## src/hw/gating_access_defs.vh

```
// Constants shared by the gating storage access controller
`ifndef GATING_ACCESS_DEFS_VH
`define GATING_ACCESS_DEFS_VH

// ----------------------------------------------------------------------
// Register offsets (byte addresses, one aligned word each)
// ----------------------------------------------------------------------
`define REG_CTRL 8'h00
`define REG_STATUS 8'h04
`define REG_MASK 8'h08
`define REG_STATE 8'h0C
`define REG_GS_BASE 8'h10
`define REG_GS_LIMIT 8'h14
`define REG_RETPC 8'h18

// ----------------------------------------------------------------------
// Control register fields and reset values
// ----------------------------------------------------------------------
`define CTRL_GSI 0
`define CTRL_DIRTY 1
`define CTRL_HALT 2
`define CTRL_RANGE_EN 3
`define CTRL_ATTR_REQ 4
`define CTRL_W 5
`define CTRL_RESET 5'h00
`define GS_BASE_RESET 32'h0000_0000
`define GS_LIMIT_RESET 32'hFFFF_FFFF

// ----------------------------------------------------------------------
// Event bits of the status register
// ----------------------------------------------------------------------
`define EV_DONE 0
`define EV_GS_EXC 1
`define EV_SCHED_EXC 2
`define EV_ABANDON 3
`define EV_ABORT_DONE 4
`define EV_W 5

// ----------------------------------------------------------------------
// Thread exception codes and storage answer kinds
// ----------------------------------------------------------------------
`define EXC_W 4
`define EXC_NONE 4'h0
`define EXC_GATING 4'h3
`define EXC_SCHED 4'h5
`define RESP_DATA 2'h0
`define RESP_CONFIRM 2'h1
`define RESP_EXC 2'h2

// ----------------------------------------------------------------------
// Controller states
// ----------------------------------------------------------------------
`define ST_W 3
`define ST_IDLE 3'h0
`define ST_ISSUE 3'h1
`define ST_WAIT 3'h2
`define ST_ABORT 3'h3
`define ST_ABWAIT 3'h4

`endif

```

## src/hw/gating_storage_access_control.v

```verilog
// Gating storage access controller for one thread context
`include "gating_access_defs.vh"

module gating_storage_access_control #(
  parameter AW = 32,
  parameter DW = 32,
  parameter RW = 5
) (
  input wire core_clk, // Core clock, 20 MHz
  input wire rst, // Asynchronous reset, active high
  // APB slave
  input wire psel, // APB select
  input wire penable, // APB enable
  input wire pwrite, // APB direction
  input wire [7:0] paddr, // APB byte address
  input wire [31:0] pwdata, // APB write data
  output reg [31:0] prdata, // APB read data
  output wire pready, // APB ready, always high
  output wire pslverr, // APB error on unmapped address
  // Translation result for the access in flight
  input wire page_gating, // Translation entry marks page gating
  input wire page_special, // Special page attribute present
  input wire [AW-1:0] phys_addr, // Translated address
  output wire route_to_gating, // This access belongs to this block
  // Request from the pipeline
  input wire req_valid, // Gating access request
  input wire req_load, // 1 load, 0 store
  input wire [DW-1:0] req_wdata, // Store data
  input wire [RW-1:0] req_dest, // Load destination register
  input wire [AW-1:0] req_pc, // Pc of the access
  input wire req_bd, // Access sits in a branch delay slot
  output wire req_ready, // Request accepted
  output wire commit_hold, // Stall later instructions
  output reg dest_busy, // Destination interlock active
  output reg [RW-1:0] dest_reg, // Interlocked register
  output reg wb_valid, // Load data write-back pulse
  output reg [DW-1:0] wb_data, // Load data
  output reg store_done, // Store confirmed pulse
  // Exception machinery
  input wire exc_taken, // Any exception taken on this context
  output reg thread_exc, // Thread exception pulse
  output reg [`EXC_W-1:0] thread_exception_code, // Code with pulse
  output reg [AW-1:0] exception_return_pc, // Restart pc
  output reg branch_delay_flag, // Restart sits in delay slot
  output reg restart_at_access, // Access must be re-issued
  output wire thread_halted, // Halt bit from control
  output wire irq, // Interrupt, level high
  // Gating storage subsystem
  output reg gs_req_valid, // Access request
  output reg gs_req_load, // 1 load, 0 store
  output reg [AW-1:0] gs_addr, // Access address
  output reg [DW-1:0] gs_wdata, // Store data
  output wire gs_uncached, // Always high
  input wire gs_req_ready, // Subsystem takes request
  input wire gs_resp_valid, // Answer strobe
  input wire [1:0] gs_resp_kind, // Data, confirm or exception
  input wire [DW-1:0] gs_rdata, // Load data
  input wire gs_blocked, // Access found blocked
  output reg gs_abort, // Abort pulse
  input wire gs_abort_ack, // Abort outcome strobe
  input wire gs_abort_completed // 1 completed, 0 abandoned
);

  // ----------------------------------------------------------------------
  // Registers and state
  // ----------------------------------------------------------------------
  reg [`CTRL_W-1:0] ctrl;
  reg [AW-1:0] gs_base;
  reg [AW-1:0] gs_limit;
  reg [`ST_W-1:0] state;
  reg [`ST_W-1:0] next_state;
  reg sched_abort;
  reg saved_load;
  reg [AW-1:0] saved_pc;
  reg saved_bd;
  reg halt_q;
  reg [`EV_W-1:0] events;
  wire [`EV_W-1:0] status;
  wire [`EV_W-1:0] mask;
  wire apb_wr;
  wire apb_rd;
  wire mapped;
  wire in_range;
  wire abort_cause;

  function is_reg;
    input [7:0] a;
    begin
      is_reg = (a == `REG_CTRL) || (a == `REG_STATUS) ||
        (a == `REG_MASK) || (a == `REG_STATE) ||
        (a == `REG_GS_BASE) || (a == `REG_GS_LIMIT) ||
        (a == `REG_RETPC);
    end
  endfunction

  // ----------------------------------------------------------------------
  // APB slave, zero wait states
  // ----------------------------------------------------------------------
  assign mapped = is_reg(paddr);
  assign apb_wr = psel && penable && pwrite && mapped;
  assign apb_rd = psel && penable && !pwrite && mapped;
  assign pready = 1'b1;
  assign pslverr = psel && penable && !mapped;

  // Software written control and window registers
  always @(posedge core_clk or posedge rst)
  begin
    if (rst)
    begin
      ctrl <= `CTRL_RESET;
      gs_base <= `GS_BASE_RESET;
      gs_limit <= `GS_LIMIT_RESET;
    end
    else if (apb_wr)
    begin
      if (paddr == `REG_CTRL)
        ctrl <= pwdata[`CTRL_W-1:0];
      if (paddr == `REG_GS_BASE)
        gs_base <= pwdata[AW-1:0];
      if (paddr == `REG_GS_LIMIT)
        gs_limit <= pwdata[AW-1:0];
    end
  end

  // Read mux, unmapped reads return zero
  always @*
  begin
    prdata = 32'h0000_0000;
    case (paddr)
      `REG_CTRL: prdata[`CTRL_W-1:0] = ctrl;
      `REG_STATUS: prdata[`EV_W-1:0] = status;
      `REG_MASK: prdata[`EV_W-1:0] = mask;
      `REG_STATE:
      begin
        prdata[`ST_W-1:0] = state;
        prdata[8+`EXC_W-1:8] = thread_exception_code;
        prdata[16] = dest_busy;
        prdata[17] = restart_at_access;
      end
      `REG_GS_BASE: prdata[AW-1:0] = gs_base;
      `REG_GS_LIMIT: prdata[AW-1:0] = gs_limit;
      `REG_RETPC: prdata[AW-1:0] = exception_return_pc;
      default: prdata = 32'h0000_0000;
    endcase
  end

  // Status flags, mask and interrupt
  event_status #(
    .N(`EV_W)
  ) u_events (
    .core_clk(core_clk),
    .rst(rst),
    .event_pulse(events),
    .status_read(apb_rd && (paddr == `REG_STATUS)),
    .mask_write(apb_wr && (paddr == `REG_MASK)),
    .mask_wdata(pwdata[`EV_W-1:0]),
    .status(status),
    .mask(mask),
    .irq(irq)
  );

  // ----------------------------------------------------------------------
  // Classification of the access
  // ----------------------------------------------------------------------
  // Window and attribute checks are off after reset, so any mapped
  // page marked gating is handled here
  assign in_range = !ctrl[`CTRL_RANGE_EN] ||
    ((phys_addr >= gs_base) && (phys_addr <= gs_limit));
  assign route_to_gating = page_gating && in_range &&
    (!ctrl[`CTRL_ATTR_REQ] || page_special);

  // One access at a time; a halted context issues nothing new
  assign req_ready = (state == `ST_IDLE) && !ctrl[`CTRL_HALT] &&
    route_to_gating;
  assign gs_uncached = 1'b1;
  assign thread_halted = ctrl[`CTRL_HALT];
  // Nothing after the access may change visible state until it ends
  assign commit_hold = (state != `ST_IDLE);

  // Abort on any exception, or on the rising edge of the halt bit
  assign abort_cause = exc_taken ||
    (ctrl[`CTRL_HALT] && !halt_q);

  // ----------------------------------------------------------------------
  // Next state
  // ----------------------------------------------------------------------
  always @*
  begin
    next_state = state;
    case (state)
      `ST_IDLE:
        if (req_valid && req_ready)
          next_state = `ST_ISSUE;
      `ST_ISSUE:
        if (gs_req_ready)
          next_state = abort_cause ? `ST_ABORT : `ST_WAIT;
        else if (abort_cause)
          next_state = `ST_IDLE;
      `ST_WAIT:
        if (gs_resp_valid)
          next_state = `ST_IDLE;
        else if (abort_cause)
          next_state = `ST_ABORT;
        else if (gs_blocked && ctrl[`CTRL_GSI] && ctrl[`CTRL_DIRTY])
          next_state = `ST_ABORT;
      `ST_ABORT:
        next_state = `ST_ABWAIT;
      `ST_ABWAIT:
        if (gs_abort_ack)
          next_state = `ST_IDLE;
      default:
        next_state = `ST_IDLE;
    endcase
  end

  // ----------------------------------------------------------------------
  // Sequencing and outputs
  // ----------------------------------------------------------------------
  // Request fields are latched once, so each store goes out on its own
  // and is never combined with a neighbour
  always @(posedge core_clk or posedge rst)
  begin
    if (rst)
    begin
      state <= `ST_IDLE;
      halt_q <= 1'b0;
      sched_abort <= 1'b0;
      saved_load <= 1'b0;
      saved_pc <= {AW{1'b0}};
      saved_bd <= 1'b0;
      gs_req_valid <= 1'b0;
      gs_req_load <= 1'b0;
      gs_addr <= {AW{1'b0}};
      gs_wdata <= {DW{1'b0}};
      gs_abort <= 1'b0;
      dest_busy <= 1'b0;
      dest_reg <= {RW{1'b0}};
      wb_valid <= 1'b0;
      wb_data <= {DW{1'b0}};
      store_done <= 1'b0;
      thread_exc <= 1'b0;
      thread_exception_code <= `EXC_NONE;
      exception_return_pc <= {AW{1'b0}};
      branch_delay_flag <= 1'b0;
      restart_at_access <= 1'b0;
      events <= {`EV_W{1'b0}};
    end
    else
    begin
      state <= next_state;
      halt_q <= ctrl[`CTRL_HALT];
      wb_valid <= 1'b0;
      store_done <= 1'b0;
      thread_exc <= 1'b0;
      gs_abort <= 1'b0;
      events <= {`EV_W{1'b0}};
      case (state)
        `ST_IDLE:
          if (req_valid && req_ready)
          begin
            gs_req_valid <= 1'b1;
            gs_req_load <= req_load;
            gs_addr <= phys_addr;
            gs_wdata <= req_wdata;
            saved_load <= req_load;
            saved_pc <= req_pc;
            saved_bd <= req_bd;
            dest_busy <= req_load;
            dest_reg <= req_dest;
            restart_at_access <= 1'b0;
          end
        `ST_ISSUE:
          if (gs_req_ready)
          begin
            // Taken in the abort cycle: storage owns it, so tell it
            gs_req_valid <= 1'b0;
            gs_abort <= abort_cause;
          end
          else if (abort_cause)
          begin
            // Never reached storage: abandoned locally, nothing to undo
            gs_req_valid <= 1'b0;
            dest_busy <= 1'b0;
            exception_return_pc <= saved_pc;
            branch_delay_flag <= saved_bd;
            restart_at_access <= 1'b1;
            events[`EV_ABANDON] <= 1'b1;
          end
        `ST_WAIT:
          if (gs_resp_valid)
          begin
            events[`EV_DONE] <= 1'b1;
            dest_busy <= 1'b0;
            if (gs_resp_kind == `RESP_EXC)
            begin
              thread_exc <= 1'b1;
              thread_exception_code <= `EXC_GATING;
              exception_return_pc <= saved_pc;
              branch_delay_flag <= saved_bd;
              restart_at_access <= 1'b1;
              events[`EV_GS_EXC] <= 1'b1;
            end
            else if (saved_load)
            begin
              // Same result as an ordinary load, just later
              wb_valid <= 1'b1;
              wb_data <= gs_rdata;
            end
            else
              store_done <= 1'b1;
          end
          else if (abort_cause ||
            (gs_blocked && ctrl[`CTRL_GSI] && ctrl[`CTRL_DIRTY]))
          begin
            // External causes win; the scheduler trap is only taken
            // when no other exception already owns the context
            gs_abort <= 1'b1;
            sched_abort <= !abort_cause;
          end
        `ST_ABWAIT:
          if (gs_abort_ack)
          begin
            if (gs_abort_completed)
            begin
              // Finished anyway: retire it, resume after it
              events[`EV_ABORT_DONE] <= 1'b1;
              dest_busy <= 1'b0;
              wb_valid <= saved_load;
              wb_data <= gs_rdata;
              store_done <= !saved_load;
              restart_at_access <= 1'b0;
            end
            else
            begin
              // Abandoned: register keeps its old value, access replays
              events[`EV_ABANDON] <= 1'b1;
              dest_busy <= 1'b0;
              exception_return_pc <= saved_pc;
              branch_delay_flag <= saved_bd;
              restart_at_access <= 1'b1;
              if (sched_abort)
              begin
                thread_exc <= 1'b1;
                thread_exception_code <= `EXC_SCHED;
                events[`EV_SCHED_EXC] <= 1'b1;
              end
            end
            sched_abort <= 1'b0;
          end
        default:
          gs_req_valid <= 1'b0;
      endcase
    end
  end

endmodule // gating_storage_access_control

```

## src/hw/event_status.v

```verilog
// Sticky event flags with read-to-clear, mask and level interrupt
module event_status #(
  parameter N = 5
) (
  input wire core_clk, // Core clock
  input wire rst, // Asynchronous reset, active high
  input wire [N-1:0] event_pulse, // One-cycle event strobes
  input wire status_read, // Read of status register clears flags
  input wire mask_write, // Write strobe for the mask register
  input wire [N-1:0] mask_wdata, // New mask value
  output reg [N-1:0] status, // Sticky flags
  output reg [N-1:0] mask, // Interrupt enables
  output wire irq // Level interrupt
);

  // ----------------------------------------------------------------------
  // Sticky flags
  // ----------------------------------------------------------------------
  // Set beats the read-clear so no event is lost in the clearing cycle
  always @(posedge core_clk or posedge rst)
  begin
    if (rst)
      status <= {N{1'b0}};
    else if (status_read)
      status <= event_pulse;
    else
      status <= status | event_pulse;
  end

  // Mask register
  always @(posedge core_clk or posedge rst)
  begin
    if (rst)
      mask <= {N{1'b0}};
    else if (mask_write)
      mask <= mask_wdata;
  end

  // Interrupt stays high while any enabled flag is set
  assign irq = |(status & mask);

endmodule // event_status

```

## config.mk

```make
export PLATFORM = sky130hd
export DESIGN_NAME = gating_storage_access_control
export DESIGN_NICKNAME = d
export VERILOG_FILES = /design/src/hw/gating_storage_access_control.v /design/src/hw/event_status.v
export VERILOG_INCLUDE_DIRS = /design/src /design/src/hw
export SDC_FILE = /design/constraint.sdc
export NUM_CORES = 1
export LEC_CHECK = 0
export BUFFER_PORTS_ARGS = -buffer_cell sky130_fd_sc_hd__buf_2
export CAP_MARGIN = 10
export CORE_ASPECT_RATIO = 2
export CORE_MARGIN = 2
export CORE_UTILIZATION = 53
export DETAILED_ROUTE_END_ITERATION = 7
export PLACE_DENSITY_LB_ADDON = 0.05
export SETUP_SLACK_MARGIN = 0.5
export SYNTH_ARGS = -nofsm -noshare
export SYNTH_HDL_FRONTEND = slang
export SYNTH_SLANG_ARGS = --single-unit
```

## constraint.sdc

```tcl
create_clock -name core_clk -period 9.5 [get_ports core_clk]
set_input_delay 0 -clock core_clk [delete_from_list [all_inputs] [get_ports core_clk]]
set_output_delay 0 -clock core_clk [all_outputs]
set_load 0.005 [all_outputs]
```

* Yosys cells after proc, flatten, opt, wreduce, memory -nomap -nowiden
Index checks and enable logic that the tools add are counted.
Word-level totals: bits of input ports 191, flip-flop bits (word level) 268, word-level logic and storage cells 207
Cells by class: reductions and logical operators 55, order comparisons 2, eq/ne operators 26, bitwise operators 3, mux-type cells 95
Operators by type and width (count):
- 2-to-1 mux 32 bit | 11
- case mux 32 bit (3 select lines) | 1
- case mux 32 bit (2 select lines) | 1
- 2-to-1 mux 1 bit | 46
- case mux 14 bit (3 select lines) | 1
- greater-or-equal comparator 32 bit | 1
- <= comparator 32 bit | 1
- equality test 8 x 5 -> 1 bit (second input constant) | 3
- 2-to-1 mux 3 bit | 8
- inequality test 2 bit (second input constant) | 12
- case mux 3 bit (7 select lines) | 1
- 2-to-1 mux 4 bit | 5
- AND reduction 6 bit | 3
- logical AND 1 bit | 17
- equality test 8 x 4 -> 1 bit (second input constant) | 2
- case mux 4 bit (4 select lines) | 1
- case mux 3 bit (5 select lines) | 1
- AND reduction 7 bit | 2
- case mux 1 bit (2 select lines) | 6
- case mux 2 bit (6 select lines) | 1
- case mux 4 bit (3 select lines) | 1
- logical OR 1 bit | 10
- case mux 3 bit (3 select lines) | 1
- equality test 8 x 3 -> 1 bit (second input constant) | 1
- 27 further kinds | 44

* Depth between registers and ports, before layout
depth after elaboration 10, mapped depth 12

* Modules after synthesis
From an unflattened synthesis, not the netlist that was laid out.
Unflattened totals: cell total of the unflattened synthesis 1007, area, all modules 12628.4 um^2
Modules (own cells, without submodules):
- gating_storage_access_control | area each 12254.3 um^2, cells an instance 982, sequential area each 6471.2 um^2, instances 1
- event_status | area each 374.1 um^2, cells an instance 25, sequential area each 250.2 um^2, instances 1

* Worst setup path before layout
Ideal clock, no wire load.
path type register to register, from register gs_limit[31], to register dest_reg[0], arrival 2.609 ns, setup time 0.125 ns, required time 9.375 ns, slack 6.766 ns, stages on the path, launching flop included 12, path through dfstp_2 -> inv_1 -> ha_1 -> nand4_1 -> or4_1 -> o21ai_1 -> a21o_1 -> o31a_1 -> nand4b_1 -> buf_4 -> buf_6 -> mux2_4
Between the ends: cells in the longest elaborated chain, start to end 8
Ends and longest elaborated chain:
- start: declaration | line gating_storage_access_control.v:69 | reg [AW-1:0] gs_limit;
- start signal: assignment | line gating_storage_access_control.v:112 | gs_limit <= `GS_LIMIT_RESET;
- start signal: assignment | line gating_storage_access_control.v:121 | gs_limit <= pwdata[AW-1:0];
- <= comparator 32 bit | line gating_storage_access_control.v:168 | ((phys_addr >= gs_base) && (phys_addr <= gs_limit));
- logical AND 1 bit | line gating_storage_access_control.v:168
- logical OR 1 bit | line gating_storage_access_control.v:167 | assign in_range = !ctrl[`CTRL_RANGE_EN] ||
- logical AND 1 bit (2 in a row) | line gating_storage_access_control.v:169 | assign route_to_gating = page_gating && in_range &&
- logical AND 1 bit | line gating_storage_access_control.v:173 | assign req_ready = (state == `ST_IDLE) && !ctrl[`CTRL_HALT] &&
- logical AND 1 bit | line gating_storage_access_control.v:259 | if (req_valid && req_ready)
- AND reduction 2 bit (no source line)
- end signal: assignment | line gating_storage_access_control.v:237 | dest_reg <= {RW{1'b0}};
- end signal: assignment | line gating_storage_access_control.v:269 | dest_reg <= req_dest;
- end: declaration | line gating_storage_access_control.v:35 | output reg [RW-1:0] dest_reg,
Every way passes these cells. A chain may end at the register's enable or synchronous reset.

* Final worst setup path
from register gs_limit[15], to register dest_busy
Between the ends: cells in the longest elaborated chain, start to end 9
Ends and longest elaborated chain:
- <= comparator 32 bit | line gating_storage_access_control.v:168
- logical AND 1 bit | line gating_storage_access_control.v:168
- logical OR 1 bit | line gating_storage_access_control.v:167
- logical AND 1 bit (2 in a row) | line gating_storage_access_control.v:169
- logical AND 1 bit | line gating_storage_access_control.v:173
- logical AND 1 bit | line gating_storage_access_control.v:259
- inequality test 2 x 1 -> 1 bit (no source line)
- AND reduction 6 bit (no source line)
- end signal: assignment | line gating_storage_access_control.v:268 | dest_busy <= req_load;
- end: declaration | line gating_storage_access_control.v:34 | output reg dest_busy,
Every way passes these cells.

==> results.txt <==
Sequential cell area = 0.006721 mm^2
Worst skew pair latency = 540 ps
Count of final setup violators = 0
Worst path cell trace = inv_1, ha_1, nand4_1, a2111oi_0, nor4_1, o31a_1, nand4b_1, buf_4, o22ai_1, a41o_1
Synth Area per Inst = 12.23 um^2
Worst setup SP type = register
Worst Hold Path EP = u_events.status[0]
CTS tree = built
Setup bufs post-CTS = 0
Vias per std cell = 5.410
Critical path class = reg2reg
Initial antenna violation count = 0
Core Area = 0.02432 mm^2
Die X = 115.0 um
Root Driver = clkbuf_16
Rel. slew slack = 0.2338
Ys flop type = dfrtp_1
Hold path cells = 4
Post-synthesis cell area = 0.01307 mm^2
DIE AREA = 0.02600 mm^2
Largest net degree at the start of global routing = 139
IO Pins = 377
Async SR Flop Fraction = 1.000
Area post-placement = 0.01511 mm^2
Post-synth top area cell = dfrtp_1
RR Startpoint = gs_limit[15]
CTS Sinks = 267
Share of the yosys chip area belonging to registers = 0.5145
First-pass GRT wire length = 59.06 mm
Routed WL = 38.48 mm
WP data arrival = 4050 ps
Worst r2r dst = dest_busy
Final number of hold-violating endpoints = 0
Achievable Freq = 276.5 MHz
Netlist cell types = 54
Grt ovf = 0
Multi-input gate area = 0.005787 mm^2
CP max stage delay = 860 ps
Layout Nets = 1864
Final instance area = 0.01782 mm^2
Iter 0 DRT Violations = 408
Yosys top cell area share = 0.4501
Number of global-route vias before repair = 11240
PD cells = 249.6 mW/mm^2
Most common cell in the netlist = dfrtp_1
Cells after synthesis = 1068
CTS H-tree lvls = 1
FF-to-FF setup slack = 5880 ps
Setup TNS = 0 ps
Vias = 10380
Routed len/inst = 20.06 um
Clock transition at path regs = 70 ps
CTS Buf Count = 25
DPL Wire Length = 25.54 mm
RSZ-0062 raised after global routing = false
Leakage power = 0.009006 uW
CP required = 9930 ps
Worst VDD drop = 0.0002183 V
Crit share post-route = 0.3807
Port bufs = 373
CP Max Fanout = 66
CP max stage cell = buf_4
Clk_skew = 13.79 ps
Max-Cap Viols = 0
Reg2Reg Depth = 10
Cell Count Post-Placement = 1692
Worst-Margin Slew = 1149 ps
Routability congestion estimate = 0.9144
ANT nets after route = 0
Layout cells sized above 1 = 0.4130
Flops & latches, synth = 267
Finished Layout Cells = 1918
Hold Crit Class = in2reg
DRC = 0
CP endpoint kind = register
Max clock buf depth = 3
Final slew viol count = 0
# rows = 81
Period minus WS final = 3617 ps
Synth-to-Final Area Change = 36.36%
DRT Pass-1 Iters = 4
DIE HEIGHT = 226.0 um
Top cells by area, synth = dfrtp_1 45%, mux2_4 10%, mux2_2 10%
Total Routing Usage GR = 0.2946
Synth warn = 0
Number of synthesized flops with an enable pin = 0
Post-synth top cells = 235 x dfrtp_1, 117 x mux2_2, 90 x mux2_4, 75 x inv_1, 68 x nand2_1
Worst hold start = penable
Starting density of the core = 0.5371
Power Total = 4446 uW
Fill count = 1686
Status = complete, no violations
[kinds of logic after synthesis]
| family | after synthesis | share of synthesized area |
|---|---|---|
| AND/OR/NAND/NOR | 196 | 0.06742 |
| buffers and inverters | 126 | 0.04377 |
| adder cells (fa/ha/maj) | 64 | 0.06129 |
| multiplexers | 248 | 0.2387 |
| XOR/XNOR | 1 | 0.0006705 |
| other | 2 | 0.0005748 |
| AO/OA/AOI/OAI | 164 | 0.07317 |
| flip-flops | 267 | 0.5145 |
[through the flow]
stage                     hold WS (ps)  setup WS [ps]  utilization
after floorplan                  74.28           2199            -
after global placement           212.6           5984       0.6212
after detailed placement         218.1           5879       0.6212
after CTS                        18.66           5860       0.7324
after global routing             59.55           5585       0.7324
final                            19.82           5883       0.7325
[cell type report]
| class | count | area share |
|---|---|---|
| sequential | 267 | 0.3773 |
| multi-input combinational | 676 | 0.3248 |
| timing repair buffer | 564 | 0.2105 |
| clock buffer | 30 | 0.03673 |
| tap | 290 | 0.02037 |
| inverter | 75 | 0.01622 |
| clock inverter | 15 | 0.01391 |
| antenna | 1 | 0.0001405 |
[routing by layer]
layer  track usage  wire length (um)  up-vias
met5             0                 0        -
met1        0.3308             14210     5060
met2        0.5201             19900      388
met4        0.1566              2237        0
met3       0.05582              2134      109
li1              -                 -     4820
[how the worst max path moves through the flow]
| stage | start | end | slack (ps) | depth (start not counted) |
|---|---|---|---|---|
| 5_1_grt | gs_limit[13] | dest_busy | 5580 | 10 |
| 6_report | gs_limit[15] | dest_busy | 5880 | 10 |
| 3_5_place_dp | gs_limit[15] | dest_busy | 5880 | 10 |
| 2_1_floorplan | rst | branch_delay_flag | 2200 | 1 |
| 4_1_cts | gs_limit[15] | dest_busy | 5860 | 10 |
| 3_3_place_gp | gs_limit[31] | dest_busy | 5980 | 9 |
[worst max-delay path, delay by kind of cell, from the launching register on]
| kind | cells | cell delay, ps |
|---|---|---|
| DFF | 1 | 540 |
| and+or+nand+nor | 3 | 460 |
| AOI/OAI and AO/OA | 4 | 1250 |
| adders and majority gates | 1 | 290 |
| buffers and inverters | 2 | 900 |
[where the power goes]
| group | total (uW) | switching [uW] | internal (uW) |
|---|---|---|---|
| logic | 1500 | 610 | 889 |
| clock network | 1120 | 456 | 660 |
| registers | 1830 | 284 | 1550 |
[placed cells by master (no fill, tap or decap), types with 3 or more instances in the layout]
cell type	count
buf_2	373
dfrtp_1	235
dlygate4sd3_1	180
mux2_2	117
mux2_4	90
inv_1	74
nand2_1	67
nor2_1	67
ha_1	64
a21oi_1	58
o21ai_0	50
mux2i_1	37
dfstp_2	32
clkbuf_16	25
nand4_1	13
nand3_1	11
a21o_1	11
buf_4	11
o22ai_1	9
nor2b_1	8
a22oi_1	7
nand2b_1	6
bufinv_16	6
a31oi_1	5
a211oi_1	5
nor4_1	4
nor3_1	4
clkbuf_1	4
a221oi_1	3
and3_1	3
or4_1	3
o21ai_1	3
mux4_2	3
conb_1	3
clkinvlp_4	3
[repair_timing]
| item | in CTS | in global routing |
|---|---|---|
| hold buffers | 180 | 0 |
| hold endpoints to repair | 359 | 0 |
| gates resized for setup | 0 | 0 |
| endpoints found under the setup margin | 0 | 0 |
Note: power is estimated with default switching activity, not from simulation.
